--- config.mk ---
export PLATFORM = sky130hd
export DESIGN_NAME = assp_core
export DESIGN_NICKNAME = d
export VERILOG_FILES = /design/src/rtl/assp_core.v
export VERILOG_INCLUDE_DIRS = /design/src /design/src/rtl
export SDC_FILE = /design/constraint.sdc
export NUM_CORES = 1
export LEC_CHECK = 0
export ABC_AREA = 1
export BUFFER_PORTS_ARGS = -buffer_cell sky130_fd_sc_hd__clkbuf_2
export CAP_MARGIN = 20
export CORE_MARGIN = 2
export CORE_UTILIZATION = 45
export DETAILED_ROUTE_END_ITERATION = 10
export SLEW_MARGIN = 40
export SYNTH_ARGS = -nofsm -noshare
export SYNTH_HDL_FRONTEND = slang
export SYNTH_SLANG_ARGS = --single-unit
--- constraint.sdc ---
create_clock -name clock -period 64.9 [get_ports clock]
set_input_delay 12.98 -clock clock [delete_from_list [all_inputs] [get_ports clock]]
set_output_delay 12.98 -clock clock [all_outputs]
set_load 0.03 [all_outputs]
--- src/rtl/assp_defs.vh ---
// Purpose: constants for the angle short-stroke post-processing stage
// Assumes: 12-bit angle, 4096 counts per turn
// Notes: register index x sits at byte address 4*x
`ifndef ASSP_DEFS_VH
`define ASSP_DEFS_VH
`define ASSP_IDX_PRE 8'h3A
`define ASSP_IDX_GAIN 8'h3B
`define ASSP_IDX_LIM 8'h3C
`define ASSP_IDX_POST 8'h3D
`define ASSP_IDX_STS 8'h40
`define ASSP_IDX_MASK 8'h41
`define ASSP_IDX_STATE 8'h42
`define ASSP_PRE_LSB 12
`define ASSP_SS_BIT 25
`define ASSP_GAIN_W 13
`define ASSP_CE_BIT 25
`define ASSP_WRAP_BIT 24
`define ASSP_MAX_LSB 12
`define ASSP_PO_BIT 24
`define ASSP_POST_LSB 12
`define ASSP_HI_LSB 6
`define ASSP_CLAMP_W 6
`define ASSP_CFG_RST 26'h0000000
`define ASSP_EV_RANGE 0
`define ASSP_EV_SAMPLE 1
`define ASSP_EV_W 2
`define ASSP_GAIN_ONE 14'h0100
`define ASSP_RESP_OKAY 2'h0
`define ASSP_RESP_SLVERR 2'h2
`endif

--- src/rtl/assp_core.v ---
// Purpose: shapes each averaged angle sample for the output stage
// Assumes: 10 MHz clock, one sample per angle_valid pulse
// Notes: result appears one cycle after the sample is taken
`timescale 1ns/100ps
`include "assp_defs.vh"
module assp_core #(
	parameter AW = 12
) (
	input wire clock, // system clock
	input wire rst, // async reset, high
	input wire [11:0] angle_in, // averaged angle sample
	input wire angle_valid, // sample strobe
	output reg [11:0] angle_out_q, // processed angle
	output reg out_valid_q, // result strobe
	output reg out_tristate_q, // diagnostic tristate request
	output reg irq_q, // interrupt level
	input wire [AW-1:0] s_axi_awaddr, // write address
	input wire s_axi_awvalid, // write address valid
	output reg s_axi_awready, // write address ready
	input wire [31:0] s_axi_wdata, // write data
	input wire [3:0] s_axi_wstrb, // byte strobes
	input wire s_axi_wvalid, // write data valid
	output reg s_axi_wready, // write data ready
	output reg [1:0] s_axi_bresp, // write response
	output reg s_axi_bvalid, // write response valid
	input wire s_axi_bready, // write response ready
	input wire [AW-1:0] s_axi_araddr, // read address
	input wire s_axi_arvalid, // read address valid
	output reg s_axi_arready, // read address ready
	output reg [31:0] s_axi_rdata, // read data
	output reg [1:0] s_axi_rresp, // read response
	output reg s_axi_rvalid, // read data valid
	input wire s_axi_rready // read data ready
);

////////////////////////////////////////////////////////////////////////////////
// Register select, shared by read and write paths
function [2:0] reg_sel;
	input [AW-1:0] addr;
	begin
		case (addr[AW-1:2])
			{2'h0, `ASSP_IDX_PRE}: reg_sel = 3'h1;
			{2'h0, `ASSP_IDX_GAIN}: reg_sel = 3'h2;
			{2'h0, `ASSP_IDX_LIM}: reg_sel = 3'h3;
			{2'h0, `ASSP_IDX_POST}: reg_sel = 3'h4;
			{2'h0, `ASSP_IDX_STS}: reg_sel = 3'h5;
			{2'h0, `ASSP_IDX_MASK}: reg_sel = 3'h6;
			{2'h0, `ASSP_IDX_STATE}: reg_sel = 3'h7;
			default: reg_sel = 3'h0;
		endcase
	end
endfunction

function [31:0] merge;
	input [31:0] old;
	input [31:0] data;
	input [3:0] strb;
	integer i;
	begin
		merge = old;
		for (i = 0; i < 4; i = i + 1)
			if (strb[i])
				merge[i*8 +: 8] = data[i*8 +: 8];
	end
endfunction

reg [25:0] pre_q;
reg [25:0] gain_q;
reg [25:0] lim_q;
reg [25:0] post_q;
reg [`ASSP_EV_W-1:0] sts_q;
reg [`ASSP_EV_W-1:0] mask_q;
reg [AW-1:0] awaddr_q;
reg [31:0] wdata_q;
reg [3:0] wstrb_q;
reg aw_have_q;
reg w_have_q;
wire do_wr = aw_have_q & w_have_q & ~s_axi_bvalid;
wire [2:0] wsel = reg_sel(awaddr_q);
wire [2:0] rsel = reg_sel(s_axi_araddr);
wire [31:0] wmask = {{8{wstrb_q[3]}}, {8{wstrb_q[2]}}, {8{wstrb_q[1]}}, {8{wstrb_q[0]}}};
// Reserved bits of offset and gain read back as zero
wire [31:0] pre_wr = merge({6'h00, pre_q}, wdata_q, wstrb_q) & 32'h00FFF000;
wire [31:0] gain_wr = merge({6'h00, gain_q}, wdata_q, wstrb_q) & 32'h02001FFF;
wire [31:0] lim_wr = merge({6'h00, lim_q}, wdata_q, wstrb_q);
wire [31:0] post_wr = merge({6'h00, post_q}, wdata_q, wstrb_q);

////////////////////////////////////////////////////////////////////////////////
// Configuration fields
wire ss_en = gain_q[`ASSP_SS_BIT];
wire [11:0] pre_off = pre_q[`ASSP_PRE_LSB +: 12];
wire [`ASSP_GAIN_W-1:0] gain_fld = gain_q[`ASSP_GAIN_W-1:0];
wire clamp_select = lim_q[`ASSP_CE_BIT];
wire limit_wrap_select = lim_q[`ASSP_WRAP_BIT];
wire [11:0] max_in = lim_q[`ASSP_MAX_LSB +: 12];
wire [11:0] min_in = lim_q[11:0];
wire polarity = post_q[`ASSP_PO_BIT];
wire [11:0] zero_shift_after_scale = post_q[`ASSP_POST_LSB +: 12];
wire [11:0] ceil_ang = {post_q[`ASSP_HI_LSB +: `ASSP_CLAMP_W], 6'h00};
wire [11:0] floor_ang = {post_q[`ASSP_CLAMP_W-1:0], 6'h00};

////////////////////////////////////////////////////////////////////////////////
// Angle datapath
reg [11:0] a_pre;
reg range_bad;
reg [13:0] mult;
reg [25:0] prod;
reg [17:0] scaled;
reg [18:0] shifted;
reg [12:0] span;
reg [18:0] rem;
reg [11:0] wrapped;
reg [11:0] shaped;
reg [11:0] final_ang;
always @*
begin
	// pre-gain offset
	// Subtracted in every mode, wraps within one turn
	a_pre = angle_in - pre_off;
	// bound check
	// Only meaningful while short stroke is on
	range_bad = ss_en & ((a_pre < min_in) | (a_pre > max_in));
	// gain as 1 + 5.8 field
	// Top gain near 33x stretches 11.25 degrees past a turn
	mult = `ASSP_GAIN_ONE + {1'b0, gain_fld};
	prod = a_pre * mult;
	scaled = ss_en ? prod[25:8] : {6'h00, a_pre};
	shifted = {1'b0, scaled} + {7'h00, zero_shift_after_scale};
	span = {1'b0, ceil_ang} - {1'b0, floor_ang} + 13'h0001;
	rem = 19'h00000;
	wrapped = shifted[11:0];
	case ({clamp_select, limit_wrap_select})
		2'b00:
		begin
			shaped = wrapped;
		end
		2'b01:
		begin
			// roll over between floor and ceiling
			// Inverted limits collapse to the floor
			if (ceil_ang > floor_ang)
			begin
				rem = shifted % {6'h00, span};
				shaped = floor_ang + rem[11:0];
			end
			else
				shaped = floor_ang;
		end
		2'b10:
		begin
			// clamp the unwrapped value, no roll-over
			if (shifted > {7'h00, ceil_ang})
				shaped = ceil_ang;
			else if (shifted < {7'h00, floor_ang})
				shaped = floor_ang;
			else
				shaped = shifted[11:0];
		end
		default:
		begin
			if (wrapped > ceil_ang)
				shaped = ceil_ang;
			else if (wrapped < floor_ang)
				shaped = floor_ang;
			else
				shaped = wrapped;
		end
	endcase
	final_ang = polarity ? (12'h000 - shaped) : shaped;
end

////////////////////////////////////////////////////////////////////////////////
// Output stage
// every sample runs the chain, gain only while short stroke is on
always @(posedge clock or posedge rst)
begin
	if (rst)
	begin
		angle_out_q <= 12'h000;
		out_valid_q <= 1'b0;
		out_tristate_q <= 1'b0;
	end
	else
	begin
		out_valid_q <= angle_valid;
		if (angle_valid)
		begin
			angle_out_q <= final_ang;
			// diagnostic wins over clamps
			// Held until the next sample decides again
			out_tristate_q <= range_bad;
		end
	end
end

////////////////////////////////////////////////////////////////////////////////
// Status, mask and interrupt
wire [`ASSP_EV_W-1:0] ev = {angle_valid, angle_valid & range_bad};
wire sts_wr = do_wr & (wsel == 3'h5) & wstrb_q[0];
wire [`ASSP_EV_W-1:0] sts_clr = sts_wr ? wdata_q[`ASSP_EV_W-1:0] : {`ASSP_EV_W{1'b0}};
// New events beat a same-cycle clear
wire [`ASSP_EV_W-1:0] sts_d = (sts_q & ~sts_clr) | ev;
always @(posedge clock or posedge rst)
begin
	if (rst)
	begin
		sts_q <= {`ASSP_EV_W{1'b0}};
		irq_q <= 1'b0;
	end
	else
	begin
		sts_q <= sts_d;
		irq_q <= |(sts_q & mask_q);
	end
end

////////////////////////////////////////////////////////////////////////////////
// AXI4-Lite write channel
always @(posedge clock or posedge rst)
begin
	if (rst)
	begin
		s_axi_awready <= 1'b1;
		s_axi_wready <= 1'b1;
		s_axi_bvalid <= 1'b0;
		s_axi_bresp <= `ASSP_RESP_OKAY;
		aw_have_q <= 1'b0;
		w_have_q <= 1'b0;
		awaddr_q <= {AW{1'b0}};
		wdata_q <= 32'h00000000;
		wstrb_q <= 4'h0;
		pre_q <= `ASSP_CFG_RST;
		gain_q <= `ASSP_CFG_RST;
		lim_q <= `ASSP_CFG_RST;
		post_q <= `ASSP_CFG_RST;
		mask_q <= {`ASSP_EV_W{1'b0}};
	end
	else
	begin
		if (s_axi_awvalid & s_axi_awready)
		begin
			awaddr_q <= s_axi_awaddr;
			aw_have_q <= 1'b1;
			s_axi_awready <= 1'b0;
		end
		if (s_axi_wvalid & s_axi_wready)
		begin
			wdata_q <= s_axi_wdata;
			wstrb_q <= s_axi_wstrb;
			w_have_q <= 1'b1;
			s_axi_wready <= 1'b0;
		end
		if (do_wr)
		begin
			aw_have_q <= 1'b0;
			w_have_q <= 1'b0;
			s_axi_bvalid <= 1'b1;
			s_axi_bresp <= (wsel == 3'h0) ? `ASSP_RESP_SLVERR : `ASSP_RESP_OKAY;
			case (wsel)
				3'h1: pre_q <= pre_wr[25:0];
				3'h2: gain_q <= gain_wr[25:0];
				3'h3: lim_q <= lim_wr[25:0];
				3'h4: post_q <= post_wr[25:0];
				3'h6: mask_q <= (wdata_q[`ASSP_EV_W-1:0] & wmask[`ASSP_EV_W-1:0])
					| (mask_q & ~wmask[`ASSP_EV_W-1:0]);
				default: pre_q <= pre_q;
			endcase
		end
		if (s_axi_bvalid & s_axi_bready)
		begin
			s_axi_bvalid <= 1'b0;
			s_axi_awready <= 1'b1;
			s_axi_wready <= 1'b1;
		end
	end
end

////////////////////////////////////////////////////////////////////////////////
// AXI4-Lite read channel
reg [31:0] rd_mux;
always @*
begin
	case (rsel)
		3'h1: rd_mux = {6'h00, pre_q};
		3'h2: rd_mux = {6'h00, gain_q};
		3'h3: rd_mux = {6'h00, lim_q};
		3'h4: rd_mux = {6'h00, post_q};
		3'h5: rd_mux = {30'h00000000, sts_q};
		3'h6: rd_mux = {30'h00000000, mask_q};
		3'h7: rd_mux = {19'h00000, out_tristate_q, angle_out_q};
		default: rd_mux = 32'h00000000;
	endcase
end

always @(posedge clock or posedge rst)
begin
	if (rst)
	begin
		s_axi_arready <= 1'b1;
		s_axi_rvalid <= 1'b0;
		s_axi_rdata <= 32'h00000000;
		s_axi_rresp <= `ASSP_RESP_OKAY;
	end
	else if (s_axi_arvalid & s_axi_arready)
	begin
		s_axi_arready <= 1'b0;
		s_axi_rvalid <= 1'b1;
		s_axi_rdata <= rd_mux;
		s_axi_rresp <= (rsel == 3'h0) ? `ASSP_RESP_SLVERR : `ASSP_RESP_OKAY;
	end
	else if (s_axi_rvalid & s_axi_rready)
	begin
		s_axi_rvalid <= 1'b0;
		s_axi_arready <= 1'b1;
	end
end

endmodule // assp_core

### Yosys cells after proc, flatten, opt, wreduce, memory -nomap -nowiden

Cells that the tools add are included.

* bits in registers: 182
* input port bits: 80
* output and inout port bits: 56

* $add $sub $neg: 7
* multiply operators: 1
* div/mod/pow operators: 1
* $lt $le $gt $ge: 7
* eq/ne operators: 29
* multiplexer cells: 28
* bitwise gates (word level): 21
* reduce and logical (&&, ||, !) cells: 24

Operator list (number)
* case mux 26 bit (7 select lines): 1
* equality test 10 x 6 -> 1 bit (second input constant): 8
* 2-to-1 mux 12 bit: 6
* equality test 10 x 7 -> 1 bit (second input constant): 6
* case mux 3 bit (7 select lines): 2
* AND reduction 3 bit: 13
* > comparator 12 bit: 3
* case mux 12 bit (3 select lines): 1
* multiplier 12 x 14 -> 26 bit: 1
* < comparator 12 bit: 2
* equality test 3 bit (second input constant): 7
* adder 18 x 12 -> 19 bit: 1
* > comparator 19 x 12 -> 1 bit: 1
* < comparator 19 x 12 -> 1 bit: 1
* remainder unit 19 x 13 -> 19 bit: 1
* 2-to-1 mux 18 bit: 1
* adder 9 x 13 -> 14 bit (first input constant): 1
* 2-to-1 mux 1 bit: 14
* adder 13 x 1 -> 13 bit (second input constant): 1
* subtractor 12 x 12 -> 13 bit: 1
* adder 12 bit: 1
* equality test 3 x 2 -> 1 bit (second input constant): 4
* nonzero test 2 bit: 6
* subtractor 1 x 12 -> 12 bit (first input constant): 1
* other kinds (15): 34

### Longest topological paths before layout

Gate-level depths: netlist of run 1.

* depth in word-level cells: 10
* mapped depth: 233
* gate-level depth less buffers: 225

### Worst setup path before layout of run 1

OpenSTA, ideal clock, no wires.

* path type: input port to flip-flop
* start: in angle_in[2]
* end: reg angle_out_q[10]
* library setup time: 117 ps
* arrival time: 42057 ps
* required time: 64783 ps
* slack: 22726 ps
* cell stages on the path: 207
* path buffers: 8
* path through: ha_1 -> nand3_1 -> and2_1 -> or2_2 -> nand2_1 -> a21oi_1 -> or2_2 -> nand2_1 -> a21oi_1 -> or2_2 -> nand2_1 -> a21oi_1 -> inv_1 -> a21oi_1 -> nor2_1 -> nor2_1 -> or2_2 -> nand2_1 -> [171 not listed] -> nand4_1 -> buf_6 -> inv_1 -> nand2_1 -> o21ai_0 -> ha_1 -> inv_1 -> fa_1 -> a21oi_1 -> a21oi_1 -> o311ai_0 -> or2_2 -> o21ai_0 -> nand2_1 -> nor2_1 -> nor2_1 -> nand2_1 -> nand2_1

* word-level cells in the longest chain between the ends: 10
* elaborated cells between the ends (all ways): 18
* those cells by class: add/sub: 4; mul: 1; div: 1; order compare: 4; mux: 8

Ends and longest elaborated chain
* start: declaration: RTL line assp_core.v:11 `input wire [11:0] angle_in,`
* subtractor 12 bit (*): RTL line assp_core.v:119 `a_pre = angle_in - pre_off;`
* multiplier 12 x 14 -> 26 bit: RTL line assp_core.v:126 `prod = a_pre * mult;`
* 2-to-1 mux 18 bit (*): RTL line assp_core.v:127 `scaled = ss_en ? prod[25:8] : {6'h00, a_pre};`
* adder 18 x 12 -> 19 bit (*): RTL line assp_core.v:128 `shifted = {1'b0, scaled} + {7'h00, zero_shift_after_scale};`
* remainder unit 19 x 13 -> 19 bit (tied with other cells): RTL line assp_core.v:143 `rem = shifted % {6'h00, span};`
* adder 12 bit (tied with other cells): RTL line assp_core.v:144 `shaped = floor_ang + rem[11:0];`
* 2-to-1 mux 12 bit (on tied branches): RTL line assp_core.v:141, assp_core.v:152, assp_core.v:161
* case mux 12 bit (3 select lines) (*): RTL line assp_core.v:132 `case ({clamp_select, limit_wrap_select})`
* subtractor 1 x 12 -> 12 bit: RTL line assp_core.v:169 `final_ang = polarity ? (12'h000 - shaped) : shaped;`
* 2-to-1 mux 12 bit (*): RTL line assp_core.v:169
* end signal: assignment: RTL line assp_core.v:188 `angle_out_q <= final_ang;`
* end: declaration: RTL line assp_core.v:13 `output reg [11:0] angle_out_q,`

Every way passes the cells marked *; elsewhere a longest branch is shown, timed or not.
A chain may end at the register's enable or synchronous reset.

### Worst setup path in the final report of run 1

* start: in angle_in[2]
* end: reg angle_out_q[11]

Same word-level chain as after synthesis.

==> results of run 1 <==
-- state kept, by name, indices dropped and copies added, names as in the netlist, 2 cells and up, named ones only --
register and flops:
awaddr_q 10, sts_q 2, pre_q 12, wdata_q 26, lim_q 26, gain_q 14, wstrb_q 4, post_q 26
s_axi_rdata 26, angle_out_q 12
-- routing by layer --
| metal | vias to the layer above | GRT usage (%) | routed length (um) |
|---|---|---|---|
| met3 | 110 | 2.69 | 3310 |
| met1 | 10900 | 35.4 | 34300 |
| met5 | - | 0 | 0 |
| met2 | 507 | 45.1 | 35100 |
| li1 | 12100 | - | - |
| met4 | 0 | 7.32 | 2180 |
-- cells by family after synthesis --
group | count (synthesis)
DFF | 172
and+or+nand+nor | 1808
AOI/OAI and AO/OA | 550
other | 1
adders and majority gates | 329
buffers and inverters | 759
xor gates and xnor gates | 136
-- placed cells by master (no fill, tap or decap), drive strengths merged, types with 3 or more instances in the layout --
cell	instances
a211oi	11
a21boi	5
a21o	8
a21oi	147
a221oi	16
a31oi	9
and2	6
buf	17
clkbuf	136
clkinv	20
clkinvlp	3
conb	8
dfrtp	169
dfstp	3
fa	123
ha	206
inv	675
nand2	1080
nand3	242
nand3b	4
nand4	64
nor2	323
nor3	52
nor4	7
o2111ai	5
o211ai	14
o21a	10
o21ai	269
o21bai	11
o221ai	3
o22ai	29
o31ai	4
o41ai	3
or2	24
xnor2	40
xor2	96
-- worst max-delay path by stage --
stage / start / endpoint / depth (start not counted)
after floorplan: angle_in[2] / angle_out_q[10] / 207
after global routing: angle_in[2] / angle_out_q[11] / 204
after detailed placement: angle_in[2] / angle_out_q[11] / 202
after CTS: angle_in[2] / angle_out_q[11] / 202
final: angle_in[2] / angle_out_q[11] / 206
after global placement: angle_in[2] / angle_out_q[10] / 199
-- stage by stage --
step | cell area [sq um] | setup slack (ns) | utilization, % | hold WS, ns
CTS | 27100 | 17.15 | 49.0 | 0.482
global route | 27100 | 13.58 | 49.0 | 0.504
global placement | 26400 | 16.76 | 47.9 | 0.464
floorplan | 25200 | 22.73 | - | 0.449
detailed placement | 26500 | 16.80 | 47.9 | 0.467
finish | 27100 | 17.09 | 49.0 | 0.479
-- cell type report --
class,count,area (sq um)
Clock buffer,19,453
Clock inverter,12,139
Fill cell,5777,28100
Inverter,688,2600
Multi-Input combinational cell,2831,17900
Sequential cell,172,4310
Tap cell,748,936
Timing Repair Buffer,134,717
-- worst min-delay path: cells and delay by family (launching register included) --
family           cells  cell delay [ns]
AND/OR/NAND/NOR      1             0.05
AO/OA/AOI/OAI        1             0.06
flip-flops           1             0.34
==> run metrics, run 1 <==
non-filler cells, final 4604; distinct cell type count after synthesis 73; max-cap viol count 0; Area Overhead vs Synth 7.35%; Final HPWL DP 61000 um; Synth Area in Compound Gates 12.5%; Async SR Flop Fraction 100%; most frequent cell after synthesis nand2_1; clk buf depth 2; final setup fails 0; TritonCTS Buffers 17; Critical R2R Launch pre_q[14]; Die Y 241 um; Layout Skew 0.0164 ns; die area 57900 sq um; Worst setup SP type input port; Post-Syn Area 25200 sq um; first-pass GRT wire length 121000 um; vias per std cell 5.15; data required time at the worst endpoint 65.26 ns; R2R depth 206; Worst Path Max Fanout 19; gpl congestion 0.931; Die Wd 241 um; WHS Path Cells 2; fin nets 4253; critical path's top delay family simple AND/OR/NAND/NOR gates; type of the worst min-delay path reg -> reg; Mapped Cells 3755; Hold Crit Start wdata_q[14]; TNS Setup 0 ns; Core Area 55200 sq um; Worst Path Arrival 48.17 ns; post_cts resized 0; vias in the first global route 22800; top area cells in the synthesized netlist dfrtp_1 17%, nand2_1 14%, ha_1 10%, fa_1 9.8%, inv_1 9.5%; CP Class in -> reg; status finished, final reports clean; buffer count from post-CTS setup fixing 0; pin count of the biggest net entering global routing 100; area leader, netlist dfrtp_1; clk_lat worst skew 0.43 ns; GRT Total Usage 26.4%; CTS tree built; Wirelength per Cell 16.2 um; Final Max Slew Viols 0; DRC 0; Adder-Cell Fraction of Synth Area 20.0%; sequential share of the synthesized area 17.1%; fin crit share 73.7%; htree depth 4; Worst Hold End post_q[14]; unrepaired setup endpoints after global routing false; IO Pins 136; Fmax 20.9 MHz; root buf cell clkbuf_16; share of cells above drive strength 1 12.0%; min cycle time layout 47.81 ns; Most common cell on crit path nand2_1; EDFF count, synth 0; largest family of logic cells by synthesized area simple AND/OR/NAND/NOR gates; setup slack, reg-to-reg 29.32 ns; detailed-router iteration count before antenna repair 6; DR vias 23700; Worst Path Buf+Inv 33; gr ovfl total 0; r2r endpoint angle_out_q[11]; top post-synthesis cells by count 942 x nand2_1, 641 x inv_1, 286 x nor2_1; synth warn 0; Antenna Cells 0; final wirelength 74800 um; Reg clk slew, reported paths 0.06 ns; Worst-Margin Slew 0.872 ns; initial antenna violation count 0; Relative slew margins 41.6%; Hold Fails Final Rpt 0; critical path's slowest cell fa_1; post-synthesis mux area share 0%; post-synth top area share 16.8%; Initial Utilization 45.7%; CTS Sinks 172; post-synthesis simple-gate area fraction 33.5%; DR iter-0 viols 1561; Critical Path Sink Type flop; ys flop type dfrtp_1; Inst Count DP 4573; # hold bufs at CTS 0; Syn Area/Cell 6.71 sq um; row count 86; Worst path max stage delay 0.55 ns; Synth Register Bits 172; xor-xnor portion of the synthesized cell area 4.76%; Routed Antenna Nets 0; I/O Buffers 117
Power of run 1 is left out: the tool's default activity adds up to more than one toggle a clock period on the data nets, which glitch-free logic cannot reach.
==> run 2, diff against run 1 <==
Clock period 64.9 ns to 46.5 ns, I/O delays scaled along.
==> run metrics, run 2 (synthesis gave the netlist of run 1 again) <==
status finished, final reports clean; critical path's slowest cell fa_1; Die Wd 241 um; htree depth 4; detailed-router iteration count before antenna repair 6; Worst Path Arrival 43.57 ns; # hold bufs at CTS 0; TritonCTS Buffers 17; initial antenna violation count 0; most common cell after layout, fill and taps aside nand2_1; Hold Fails Final Rpt 0; Final Max Slew Viols 0; Die Y 241 um; type of the worst min-delay path reg -> reg; Most common cell on crit path nand2_1; Worst setup SP type input port; CTS tree built; CP Class in -> reg; Final HPWL DP 60800 um; Fmax 23.1 MHz; Wirelength per Cell 16.2 um; gr ovfl total 0; data required time at the worst endpoint 46.82 ns; Reg clk slew, reported paths 0.07 ns; pin count of the biggest net entering global routing 101; DRC 0; Worst Path Buf+Inv 32; min cycle time layout 43.25 ns; Area Overhead vs Synth 7.39%; Routed Antenna Nets 0; Core Area 55200 sq um; critical path's top delay family simple AND/OR/NAND/NOR gates; Antenna Cells 0; Worst-Margin Slew 0.874 ns; die area 57900 sq um; Relative slew margins 41.7%; Worst path max stage delay 0.54 ns; IO Pins 136; WHS 0.483 ns; CTS Sinks 172; fin crit share 93.0%; unrepaired setup endpoints after global routing false; vias per std cell 5.16; gpl congestion 0.935; final setup fails 0; clk_lat worst skew 0.44 ns; root buf cell clkbuf_16; max-cap viol count 0; vias in the first global route 22700; Critical Path Sink Type flop; final wirelength 74500 um; highest-count cells in the layout ignoring fill and taps 939 x nand2_1, 639 x inv_1, 282 x nor2_1, 240 x o21ai_0, 213 x nand3_1; Layout Skew 0.0125 ns; TNS Setup 0 ns; Initial Utilization 45.7%; Worst Path Max Fanout 19; I/O Buffers 117; GRT Total Usage 26.2%; clk buf depth 2; first-pass GRT wire length 121000 um; Inst Count DP 4572; fin nets 4257; DR vias 23800; non-filler cells, final 4609; row count 86; DR iter-0 viols 1507; share of cells above drive strength 1 12.1%
-- run 2: worst min-delay path: stages, from the launching register on --
cell	delay, ns
dfrtp_1	0.34
nand2_1	0.05
o21ai_0	0.06
-- run 2: path summary, 6_finish.rpt --
check	startpoint	end	slack [ns]	cells after the start
setup / recovery	angle_in[2]	angle_out_q[11]	3.25	203
hold reg to reg	wdata_q[23]	post_q[23]	0.48	2
max in group asynchronous	rst	post_q[10]	36.37	3
min in group asynchronous	rst	awaddr_q[11]	8.99	2
setup reg to reg	pre_q[14]	angle_out_q[11]	11.79	203
hold / removal	wdata_q[23]	post_q[23]	0.48	2
-- run 2: metrics by stage --
step	worst slack (ns)	util [%]	cell area (sq um)
floorplan	8.01	-	25200
global placement	2.07	47.9	26400
detailed placement	2.22	47.9	26500
CTS	2.54	48.9	27000
global route	0.0261	49.0	27100
finish	3.25	49.0	27100
-- run 2: layout make-up --
type                            instances  area [sq um]
Timing Repair Buffer                  138           747
Sequential cell                       172          4310
Multi-Input combinational cell       2831         17900
Clock inverter                         14           129
Clock buffer                           18           429
Inverter                              688          2600
Fill cell                            5873         28100
Tap cell                              748           936
-- run 2: what timing repair did --
| action | in CTS | in global routing |
|---|---|---|
| buffers inserted | 0 | 5 |
| endpoints found under the setup margin | 0 | 5 |
| resized for setup | 0 | 5 |
-- run 2: metal layers --
layer / part of all wire, % / GRT usage, % / wire length (um)
met4: 2.6 / 6.68 / 1920
met2: 47 / 44.7 / 35000
met5: 0 / 0 / 0
met3: 4.1 / 2.53 / 3060
met1: 46 / 35.6 / 34600
Power of run 2 is left out for the same reason.
